`config.mk`:
```
export PLATFORM = sky130hd
export DESIGN_NAME = pmc_option_ctrl
export DESIGN_NICKNAME = d
export VERILOG_FILES = /design/src/rtl/pmc_pkg.sv /design/src/rtl/pmc_option_ctrl.sv
export VERILOG_INCLUDE_DIRS = /design/src /design/src/rtl
export SDC_FILE = /design/constraint.sdc
export NUM_CORES = 1
export LEC_CHECK = 0
export BUFFER_PORTS_ARGS = -buffer_cell sky130_fd_sc_hd__clkbuf_2
export CELL_PAD_IN_SITES_DETAIL_PLACEMENT = 0
export CELL_PAD_IN_SITES_GLOBAL_PLACEMENT = 1
export CORE_MARGIN = 4
export CORE_UTILIZATION = 48
export CTS_CLUSTER_DIAMETER = 60
export DETAILED_ROUTE_END_ITERATION = 6
export GPL_ROUTABILITY_DRIVEN = 1
export PLACE_DENSITY = 0.88
export SYNTH_ARGS = -nofsm -noshare
export SYNTH_HDL_FRONTEND = slang
export SYNTH_SLANG_ARGS = --single-unit
```
`constraint.sdc`:
```
create_clock -name clk -period 6.7 [get_ports clk]
set_clock_uncertainty 0.1 [all_clocks]
set_input_delay 0.335 -clock clk [delete_from_list [all_inputs] [get_ports clk]]
set_output_delay 0.335 -clock clk [all_outputs]
set_load 0.01 [all_outputs]
```
`src/rtl/pmc_option_ctrl_regs.svh`:
```
// Register offsets, field positions, reset values and timing counts of the option bank.
`ifndef PMC_OPTION_CTRL_REGS_SVH
`define PMC_OPTION_CTRL_REGS_SVH

`define PMC_OFS_DCM_GATE    8'h20
`define PMC_OFS_LDO_SEL     8'h21
`define PMC_OFS_UV5         8'h22
`define PMC_OFS_OPTION      8'h23
`define PMC_OFS_CHAN        8'h30

`define PMC_BIT_DCM         4
`define PMC_BIT_HALF_GATE   0
`define PMC_BIT_KA2_SEL     4
`define PMC_BIT_KA1_SEL     0
`define PMC_BIT_UV5_SA      0
`define PMC_UV5_WAIT_HI     5
`define PMC_UV5_WAIT_LO     4
`define PMC_BIT_LOW_RANGE   3
`define PMC_BIT_OFF_X4      2
`define PMC_BIT_GATE_CH4    1
`define PMC_BIT_GATE_CH3    0
`define PMC_BIT_READ_VALID  7
`define PMC_IDX_CH3         2
`define PMC_IDX_CH4         3

`define PMC_MASK_DCM_GATE   8'h11
`define PMC_MASK_LDO_SEL    8'h11
`define PMC_MASK_UV5        8'h31
`define PMC_MASK_OPTION     8'h0F
`define PMC_MASK_CHAN       8'h7F
`define PMC_RST_CHAN        8'h00

`define PMC_UV5_CODE_0MS    2'h0
`define PMC_UV5_CODE_21MS   2'h1
`define PMC_UV5_CODE_45MS   2'h2
`define PMC_UV5_CODE_OFF    2'h3

`define PMC_CLK_MHZ         250
`define PMC_UV5_WAIT_A_MS   21
`define PMC_UV5_WAIT_B_MS   45
`define PMC_UV5_WAIT_A_CYC  (`PMC_UV5_WAIT_A_MS * 1000 * `PMC_CLK_MHZ)
`define PMC_UV5_WAIT_B_CYC  (`PMC_UV5_WAIT_B_MS * 1000 * `PMC_CLK_MHZ)

`endif

```
`src/rtl/pmc_pkg.sv`:
```
// Types shared by the option and channel control bank.
package pmc_pkg;

	typedef struct packed {
		logic [7:0] dcmGate;
		logic [7:0] ldoSel;
		logic [7:0] uv5;
		logic [7:0] option;
	} pmc_fuse_t;

	typedef struct packed {
		logic auto_discontinuous_ch56;
		logic ch1_half_gate;
		logic keepalive2_input_sel;
		logic keepalive1_input_sel;
		logic ch1_low_range;
		logic off_delay_x4;
	} pmc_option_t;

	typedef enum logic [3:0] {
		PMC_IDLE,
		PMC_ADDR,
		PMC_REG,
		PMC_WDAT,
		PMC_ACKA,
		PMC_ACKD,
		PMC_RDAT,
		PMC_RACK
	} pmc_bus_state_t;

endpackage : pmc_pkg

```
`src/rtl/pmc_option_ctrl.sv`:
```
// Option and channel control register bank with its two-wire serial slave.
`include "pmc_option_ctrl_regs.svh"

module pmc_option_ctrl
	import pmc_pkg::*;
#(
	parameter logic [6:0]  SLAVE_ADDR  = 7'h2A,
	parameter logic [23:0] UV5_WAIT_A  = 24'(`PMC_UV5_WAIT_A_CYC),
	parameter logic [23:0] UV5_WAIT_B  = 24'(`PMC_UV5_WAIT_B_CYC)
) (
	input  wire logic        clk,
	input  wire logic        sys_rst,
	input  wire logic        scl,
	input  wire logic        sdaIn,
	output logic             sdaOut,
	output logic             sdaOeN,
	input  wire pmc_fuse_t   fuse,
	input  wire logic        enPin,
	input  wire logic        ch3_ch4_on_pin,
	input  wire logic [6:0]  channel_sequencer_select,
	input  wire logic        ch5_auto_skip,
	input  wire logic        ch6_auto_skip,
	input  wire logic        sharedUvTrip,
	input  wire logic        ch5Undervolt,
	output pmc_option_t      optOut,
	output logic [6:0]       chanEnable,
	output logic             ch5UvTrip
);

	// The slave address value is arbitrary.
	pmc_bus_state_t state;
	logic       sclPrev;
	logic       sdaPrev;
	logic [3:0] bitCnt;
	logic [7:0] shift;
	logic [7:0] ptr;
	logic       rnw;
	logic       pullLow;
	logic       wrStb;
	logic [7:0] wrAddr;
	logic [7:0] wrData;
	logic       rdLoad;
	logic [7:0] rdAddr;
	logic [7:0] rdByte;
	logic [7:0] dcmGate;
	logic [7:0] ldoSel;
	logic [7:0] uv5Cfg;
	logic [7:0] optionCfg;
	logic [7:0] chanCtrl;
	logic       readSeen;
	logic       bothSkip;
	logic [23:0] uvCount;
	logic [23:0] uvLimit;
	logic        uvActive;

	wire sclRise   = scl & ~sclPrev;
	wire sclFall   = ~scl & sclPrev;
	wire startCond = scl & sclPrev & sdaPrev & ~sdaIn;
	wire stopCond  = scl & sclPrev & ~sdaPrev & sdaIn;

	assign bothSkip = ch5_auto_skip & ch6_auto_skip;

	always_ff @(posedge clk) begin : line_history
		if (sys_rst) begin
			sclPrev <= 1'b1;
			sdaPrev <= 1'b1;
		end else begin
			sclPrev <= scl;
			sdaPrev <= sdaIn;
		end
	end

	// Only the low level is ever driven, so the data output stays at zero.
	always_ff @(posedge clk) begin : pin_drive
		if (sys_rst) begin
			sdaOut <= 1'b0;
			sdaOeN <= 1'b1;
		end else begin
			sdaOut <= 1'b0;
			sdaOeN <= ~pullLow;
		end
	end

	always_ff @(posedge clk) begin : bus_fsm
		if (sys_rst) begin
			state   <= PMC_IDLE;
			bitCnt  <= 4'h0;
			shift   <= 8'h00;
			ptr     <= 8'h00;
			rnw     <= 1'b0;
			pullLow <= 1'b0;
			wrStb   <= 1'b0;
			wrAddr  <= 8'h00;
			wrData  <= 8'h00;
			rdLoad  <= 1'b0;
			rdAddr  <= 8'h00;
		end else begin
			wrStb  <= 1'b0;
			rdLoad <= 1'b0;
			if (stopCond) begin
				state   <= PMC_IDLE;
				pullLow <= 1'b0;
			end else if (startCond) begin
				state   <= PMC_ADDR;
				bitCnt  <= 4'h0;
				pullLow <= 1'b0;
			end else begin
				unique case (state)
					PMC_IDLE: begin
						pullLow <= 1'b0;
					end
					PMC_ADDR, PMC_REG, PMC_WDAT: begin
						if (sclRise) begin
							shift  <= {shift[6:0], sdaIn};
							bitCnt <= bitCnt + 4'h1;
						end else if (sclFall && bitCnt == 4'h8) begin
							bitCnt <= 4'h0;
							if (state == PMC_ADDR) begin
								if (shift[7:1] == SLAVE_ADDR) begin
									rnw     <= shift[0];
									pullLow <= 1'b1;
									state   <= PMC_ACKA;
								end else begin
									state <= PMC_IDLE;
								end
							end else if (state == PMC_REG) begin
								ptr     <= shift;
								pullLow <= 1'b1;
								state   <= PMC_ACKD;
							end else begin
								wrStb   <= 1'b1;
								wrAddr  <= ptr;
								wrData  <= shift;
								ptr     <= ptr + 8'h01;
								pullLow <= 1'b1;
								state   <= PMC_ACKD;
							end
						end
					end
					PMC_ACKA: begin
						if (sclFall) begin
							if (rnw) begin
								shift   <= rdByte;
								pullLow <= ~rdByte[7];
								rdLoad  <= 1'b1;
								rdAddr  <= ptr;
								ptr     <= ptr + 8'h01;
								state   <= PMC_RDAT;
							end else begin
								pullLow <= 1'b0;
								state   <= PMC_REG;
							end
						end
					end
					PMC_ACKD: begin
						if (sclFall) begin
							pullLow <= 1'b0;
							state   <= PMC_WDAT;
						end
					end
					PMC_RDAT: begin
						if (sclRise) begin
							bitCnt <= bitCnt + 4'h1;
						end else if (sclFall) begin
							if (bitCnt == 4'h8) begin
								bitCnt  <= 4'h0;
								pullLow <= 1'b0;
								state   <= PMC_RACK;
							end else begin
								shift   <= {shift[6:0], 1'b0};
								pullLow <= ~shift[6];
							end
						end
					end
					PMC_RACK: begin
						if (sclRise && sdaIn) begin
							state <= PMC_IDLE;
						end else if (sclFall) begin
							shift   <= rdByte;
							pullLow <= ~rdByte[7];
							rdLoad  <= 1'b1;
							rdAddr  <= ptr;
							ptr     <= ptr + 8'h01;
							state   <= PMC_RDAT;
						end
					end
				endcase
			end
		end
	end

	// Reserved bits are never stored, so they read back as zero.
	always_comb begin
		unique case (ptr)
			`PMC_OFS_DCM_GATE: rdByte = dcmGate;
			`PMC_OFS_LDO_SEL:  rdByte = ldoSel;
			`PMC_OFS_UV5:      rdByte = uv5Cfg;
			`PMC_OFS_OPTION:   rdByte = optionCfg;
			`PMC_OFS_CHAN:     rdByte = {readSeen, chanCtrl[6:0]};
			default:           rdByte = 8'h00;
		endcase
	end

	always_ff @(posedge clk) begin : option_regs
		if (sys_rst) begin
			dcmGate   <= fuse.dcmGate & `PMC_MASK_DCM_GATE;
			ldoSel    <= fuse.ldoSel & `PMC_MASK_LDO_SEL;
			uv5Cfg    <= fuse.uv5 & `PMC_MASK_UV5;
			optionCfg <= fuse.option & `PMC_MASK_OPTION;
		end else begin
			if (wrStb) begin
				unique case (wrAddr)
					`PMC_OFS_DCM_GATE: dcmGate <= wrData & `PMC_MASK_DCM_GATE;
					`PMC_OFS_LDO_SEL:  ldoSel <= wrData & `PMC_MASK_LDO_SEL;
					`PMC_OFS_UV5:      uv5Cfg <= wrData & `PMC_MASK_UV5;
					`PMC_OFS_OPTION:   optionCfg <= wrData & `PMC_MASK_OPTION;
					default: begin
					end
				endcase
			end
			// A discontinuous request without both auto-skip modes is dropped.
			if (!bothSkip) begin
				dcmGate[`PMC_BIT_DCM] <= 1'b0;
			end
		end
	end

	// Writing while the master pin is low has no effect, since the register is held clear.
	always_ff @(posedge clk) begin : channel_reg
		if (sys_rst || !enPin) begin
			chanCtrl <= `PMC_RST_CHAN;
		end else if (wrStb && wrAddr == `PMC_OFS_CHAN) begin
			chanCtrl <= wrData & `PMC_MASK_CHAN;
		end
	end

	always_ff @(posedge clk) begin : read_valid
		if (sys_rst || !enPin) begin
			readSeen <= 1'b0;
		end else if (rdLoad && rdAddr == `PMC_OFS_CHAN) begin
			readSeen <= 1'b1;
		end
	end

	always_ff @(posedge clk) begin : channel_out
		if (sys_rst) begin
			chanEnable <= 7'h00;
		end else begin
			for (int i = 0; i < 7; i++) begin
				chanEnable[i] <= enPin & ~channel_sequencer_select[i] & chanCtrl[i];
			end
			if (!optionCfg[`PMC_BIT_GATE_CH3]) begin
				chanEnable[`PMC_IDX_CH3] <= enPin & ~channel_sequencer_select[`PMC_IDX_CH3]
					& ch3_ch4_on_pin;
			end
			if (!optionCfg[`PMC_BIT_GATE_CH4]) begin
				chanEnable[`PMC_IDX_CH4] <= enPin & ~channel_sequencer_select[`PMC_IDX_CH4]
					& ch3_ch4_on_pin;
			end
		end
	end

	always_ff @(posedge clk) begin : option_out
		if (sys_rst) begin
			optOut <= '0;
		end else begin
			optOut.auto_discontinuous_ch56 <= dcmGate[`PMC_BIT_DCM] & bothSkip;
			optOut.ch1_half_gate           <= dcmGate[`PMC_BIT_HALF_GATE];
			optOut.keepalive2_input_sel    <= ldoSel[`PMC_BIT_KA2_SEL];
			optOut.keepalive1_input_sel    <= ldoSel[`PMC_BIT_KA1_SEL];
			optOut.ch1_low_range           <= optionCfg[`PMC_BIT_LOW_RANGE];
			optOut.off_delay_x4            <= optionCfg[`PMC_BIT_OFF_X4];
		end
	end

	// The standalone wait is counted here because the shared path has its own timer elsewhere.
	wire [1:0] uvCode = uv5Cfg[`PMC_UV5_WAIT_HI:`PMC_UV5_WAIT_LO];
	assign uvActive = uv5Cfg[`PMC_BIT_UV5_SA] & (uvCode != `PMC_UV5_CODE_OFF);

	always_comb begin
		unique case (uvCode)
			`PMC_UV5_CODE_21MS: uvLimit = UV5_WAIT_A;
			`PMC_UV5_CODE_45MS: uvLimit = UV5_WAIT_B;
			default:            uvLimit = 24'h000000;
		endcase
	end

	always_ff @(posedge clk) begin : uv5_timer
		if (sys_rst || !(uvActive && ch5Undervolt)) begin
			uvCount <= 24'h000000;
		end else if (uvCount < uvLimit) begin
			uvCount <= uvCount + 24'h000001;
		end
	end

	always_ff @(posedge clk) begin : uv5_trip
		if (sys_rst) begin
			ch5UvTrip <= 1'b0;
		end else if (!uv5Cfg[`PMC_BIT_UV5_SA]) begin
			ch5UvTrip <= sharedUvTrip;
		end else begin
			ch5UvTrip <= uvActive & ch5Undervolt & (uvCount >= uvLimit);
		end
	end

	a_dcm_needs_skip: assert property (@(posedge clk) disable iff (sys_rst)
		!bothSkip |=> !dcmGate[`PMC_BIT_DCM] && !optOut.auto_discontinuous_ch56)
		else $error("Discontinuous bit held without both auto-skip bits.");

	a_fuse_load_reset: assert property (@(posedge clk)
		sys_rst |=> optionCfg == ($past(fuse.option) & `PMC_MASK_OPTION)
			&& ldoSel == ($past(fuse.ldoSel) & `PMC_MASK_LDO_SEL))
		else $error("Option registers did not load the fuse values.");

	a_pin_low_clears: assert property (@(posedge clk) disable iff (sys_rst)
		!enPin |=> chanCtrl == `PMC_RST_CHAN && chanEnable == 7'h00)
		else $error("Channels not cleared with the master pin low.");

	a_sequencer_ignores: assert property (@(posedge clk) disable iff (sys_rst)
		channel_sequencer_select[0] |=> !chanEnable[0])
		else $error("Sequencer-mode channel followed its on bit.");

	a_pin_gates_ch3: assert property (@(posedge clk) disable iff (sys_rst)
		(enPin && !optionCfg[`PMC_BIT_GATE_CH3] && !channel_sequencer_select[`PMC_IDX_CH3])
		|=> chanEnable[`PMC_IDX_CH3] == $past(ch3_ch4_on_pin))
		else $error("Channel 3 did not follow the shared on pin.");

	a_first_read_zero: assert property (@(posedge clk) disable iff (sys_rst)
		(rdLoad && rdAddr == `PMC_OFS_CHAN && !readSeen) |-> !shift[`PMC_BIT_READ_VALID]
			##1 (readSeen || !$past(enPin)))
		else $error("Valid flag wrong around the first channel read.");

	a_half_gate_follows: assert property (@(posedge clk) disable iff (sys_rst)
		$changed(dcmGate[`PMC_BIT_HALF_GATE]) |=> optOut.ch1_half_gate == $past(dcmGate[0]))
		else $error("Half gate output did not follow its bit.");

	a_uv5_shared_path: assert property (@(posedge clk) disable iff (sys_rst)
		!uv5Cfg[`PMC_BIT_UV5_SA] |=> ch5UvTrip == $past(sharedUvTrip))
		else $error("Channel 5 trip not following shared protection.");

	a_uv5_code_off: assert property (@(posedge clk) disable iff (sys_rst)
		(uv5Cfg[`PMC_BIT_UV5_SA] && uvCode == `PMC_UV5_CODE_OFF) [*2] |-> !ch5UvTrip)
		else $error("Standalone protection tripped while disabled.");

	a_reserved_zero: assert property (@(posedge clk) disable iff (sys_rst)
		(optionCfg & ~`PMC_MASK_OPTION) == 8'h00 && (uv5Cfg & ~`PMC_MASK_UV5) == 8'h00)
		else $error("Reserved bits stored a written value.");

endmodule : pmc_option_ctrl

```
==> impl_summary.md <==
GRT
The number of global-route vias before repair is 4476. The maximum number of pins on one net before global-route repair is 78. The first-pass GRT wire length is 20.9 mm.

After global routing the overflow that remains totals 0. The number of antenna violations at the first check in global routing came to 0. The total track usage is 19.1%.

Status
The run finished with clean final reports.

Worst setup path
The largest individual stage delay along the critical path comes from the cell sky130_fd_sc_hd__nor4_2. The worst reg-to-reg setup slack is 3.22 ns. By startpoint and endpoint, the worst setup path is classified as reg -> reg. The worst setup path is launched from a flip-flop. The worst setup path is captured at a flip-flop.

The worst reg2reg path endpoint is uvCount[12]. Broken down by cell family, the worst path's largest delay share belongs to simple AND/OR/NAND/NOR gates. The required time at the endpoint of the critical path is 6.85 ns.

In this run the critical register-to-register path is launched from uv5Cfg[5]. The worst register-to-register path has a depth of 9. The arrival time at the worst endpoint is 3.63 ns.

Traced cell by cell, the critical path runs through ha_1 -> inv_1 -> ha_1 -> a2111oi_0 -> or3_1 -> a21oi_1 -> nor4_2 -> a21oi_1 -> o21a_1. The number of buffers and inverters on the critical path is 1. The largest single stage delay on the critical path is 1.00 ns.

Along the worst path, the maximum fanout reaches 13.

Clocking
The tree is rooted in a sky130_fd_sc_hd__clkbuf_16. The maximum buffer depth of the clock tree is 2. The number of hold buffers added after CTS was 0.

The total setup buffers inserted after CTS is 0. The clock tree synthesis step divided the H-tree into 3 levels. TritonCTS built the clock tree. The number of gates resized after CTS was 0. The number of clock buffers added by TritonCTS is 9. The clock sink count is 110. The clock input transition at the sequential cells of the worst setup and hold paths is roughly 0.080 ns. The latest clock arrival within the worst-skew pair is 0.35 ns.

Timing
For the pin with the worst max-slew slack, the measured transition is approximately 1.2 ns. Based on the critical path, the design can be clocked at up to 287 MHz. The final setup TNS is 0 ns.

The worst path needs 3.48 ns of the cycle, external delays included. The fraction of the cycle the final worst path needs is 52.0%. The final count of hold timing violations is 0.

Setup violations remaining at the end of the flow were counted as 0. The number of max-slew violations in the final report came to 0. The relative slew slack is 22.6%. Setup repair after global routing left no endpoint under its margin.

Synthesis
In this run, synthesis inferred 11 flip-flops with an integrated enable. The fraction of post-synthesis cell area in the top cell type by area is 35.2%. The proportion of synthesized chip area in sequential cells is 41.0%. The total of flip-flops plus latches after synthesis is 110. Counting every instance in the synthesized netlist gives 647. The library cell with the largest summed area after synthesis is sky130_fd_sc_hd__dfxtp_1. The post-synthesis async set-or-reset flop share is 0%. The primary flip-flop cell chosen by synthesis mapping is sky130_fd_sc_hd__dfxtp_1. In this run, distinct cell masters in the synthesized netlist total 72.

The number of nets in the synthesized netlist is 722. Yosys attributes the largest share of cell area to sky130_fd_sc_hd__dfxtp_1 (35%), sky130_fd_sc_hd__mux2i_1 (6.0%), sky130_fd_sc_hd__edfxtp_1 (5.9%), sky130_fd_sc_hd__ha_1 (5.8%), sky130_fd_sc_hd__nor2_1 (5.1%). The mapped cell area is between 5000 and 6000 sq um.

Yosys printed 0 warnings. A synthesized cell averages 8.71 sq um.

Placement
The final weighted congestion of routability-driven global placement is 0.825. Summed over all nets, the half-perimeter wirelength after detailed placement is 8.74 mm. After detailed placement, the design holds a cell count of 799. The placed instances occupy a cell area of 5890 sq um. The count of buffers added on input and output ports is 42.

Floorplan
Measured along the y axis, the die boundary spans 116 microns. The core region is 11500 sq um. The horizontal die dimension is 116 microns. The starting utilization of the core area is 49.1%.

The site row count is 39. The area of the die is 13500 sq um. In this run the count of I/O pins placed on the die edge is 65.

Worst hold path
The end point of the worst hold path is chanEnable[5]. The source of the worst hold timing path is channel_sequencer_select[5]. The number of cells on the worst hold path is 2.

The path category of the worst min-delay check is in -> reg.

Drt
The residual antenna-violating net count after detailed routing is 0. The DRC marker count from the first detailed-route iteration is 347. Dividing the detail-routed wire length by the instance count gives 15.1 microns. The routed design has around 12 mm of wire. After detailed routing, the number of remaining DRC violations is 0.

The vias after detailed routing is 4721. The first detailed-routing pass took 6 iterations. The via count normalized by instance count is 5.79.

Finish
The number of cells in the finished layout apart from fillers is 815. The area growth from synthesis to layout is 9.64%. The repair_antennas step left the layout with diodes totalling 0. In the final design database the tool counted between 700 and 800 nets. Cells with a size suffix above 1 make up 11.9% of the layout. After routing the design area is 6180 sq um.

Power and ir drop
Across the VDD grid, the largest voltage drop is between 0.0002 and 0.00025 V. For this design the static power due to leakage is 2.34 nW. The completed layout was analyzed and its total power is 1.29 mW. The total power density per cell area is 209 nW/um^2.

Job
The number of max-cap violations is 0.
-- worst max-delay path by stage --
stage / from / to / slack, ns / depth (start not counted)
after floorplan: uv5Cfg[5] / uvCount[17] / 3.81 / 10
after global placement: uv5Cfg[5] / uvCount[12] / 3.28 / 9
after detailed placement: uv5Cfg[5] / uvCount[12] / 3.22 / 9
after CTS: uv5Cfg[5] / uvCount[12] / 3.19 / 9
after global routing: uv5Cfg[5] / uvCount[20] / 2.91 / 9
final: uv5Cfg[5] / uvCount[12] / 3.22 / 9
-- cell families (layout without fill, tap and decap cells) --
logic type / after synthesis / in the layout / synth area share [%]
AOI/OAI and AO/OA: 143 / 143 / 16.7
buffers and inverters: 62 / 87 / 4.44
and+or+nand+nor: 260 / 260 / 24.0
adders and majority gates: 26 / 26 / 5.77
xor gates and xnor gates: 6 / 6 / 0.932
other: 1 / 1 / 0.0665
muxes: 39 / 39 / 7.04
DFF: 110 / 110 / 41.0
-- state kept, by name, indices dropped and copies added, names as in the netlist, 6 cells and up --
name	count
uvCount	24
ptr	8
rdAddr	8
shift	8
wrAddr	8
chanCtrl	7
chanEnable	7
wrData	7
optOut	6
-- cell usage after synthesis (all sizes together), types with 7 or more instances --
| library cell | n |
|---|---|
| inv | 27 |
| buf | 8 |
| or3 | 14 |
| nand2 | 57 |
| nand3 | 19 |
| a21o | 9 |
| nor2 | 77 |
| edfxtp | 11 |
| o21ai | 30 |
| nand2b | 7 |
| mux2i | 34 |
| nor3b | 8 |
| nor3 | 9 |
| or4 | 7 |
| a211oi | 11 |
| nand4 | 10 |
| a21oi | 43 |
| clkbuf | 26 |
| dfxtp | 99 |
| nor2b | 12 |
| ha | 26 |
-- power by group --
group          internal [mW]  leakage (nW)  switching [mW]  total, mW
Sequential             0.677         0.908          0.0123      0.689
Combinational         0.0335          1.29          0.0478     0.0813
Clock                  0.269         0.143           0.255      0.524
Total                  0.979          2.34           0.315       1.29
-- per-stage QoR --
step                hold slack [ns]  worst slack, ns  utilization, %
floorplan                     0.270             3.81               -
global placement              0.286             3.28            51.3
global route                 0.0261             2.91            53.9
finish                       0.0344             3.22            53.9
detailed placement            0.293             3.22            51.3
CTS                          0.0208             3.19            53.9
-- layer usage --
metal	GRT usage (%)	vias up	part of all wire, %
met5	0	-	0
met4	5.80	0	2.2
met3	5.03	24	4.3
met2	32.3	109	48
met1	24.1	2222	46
li1	-	2366	-
-- layout make-up --
| type | instances | area [sq um] |
|---|---|---|
| flip-flops and latches | 110 | 2310 |
| fillers | 1053 | 5290 |
| well taps | 143 | 179 |
| clock inverters | 6 | 52.6 |
| inverters | 28 | 105 |
| repair buffers | 43 | 218 |
| clock buffers | 10 | 239 |
| multi-input cells | 475 | 3070 |
-- layout by cell type (no fill, tap or decap), drive strengths merged, types with 4 or more instances in the layout --
cell type,netlist,final
dfxtp,99,99
nor2,77,77
nand2,57,57
clkbuf,26,52
a21oi,43,43
mux2i,34,34
o21ai,30,30
inv,27,30
ha,26,26
nand3,19,19
or3,14,14
nor2b,12,12
a211oi,11,11
edfxtp,11,11
nand4,10,10
nor3,9,9
a21o,9,9
nor3b,8,8
nand2b,7,7
or4,7,7
and2,6,6
o31ai,6,6
mux2,5,5
xnor2,5,5
a22oi,5,5
or2,5,5
nor4,5,5
o21a,4,4
nand4b,4,4
and3,4,4
nor4bb,4,4
a32oi,4,4
Power figures use the tool's default switching activity.
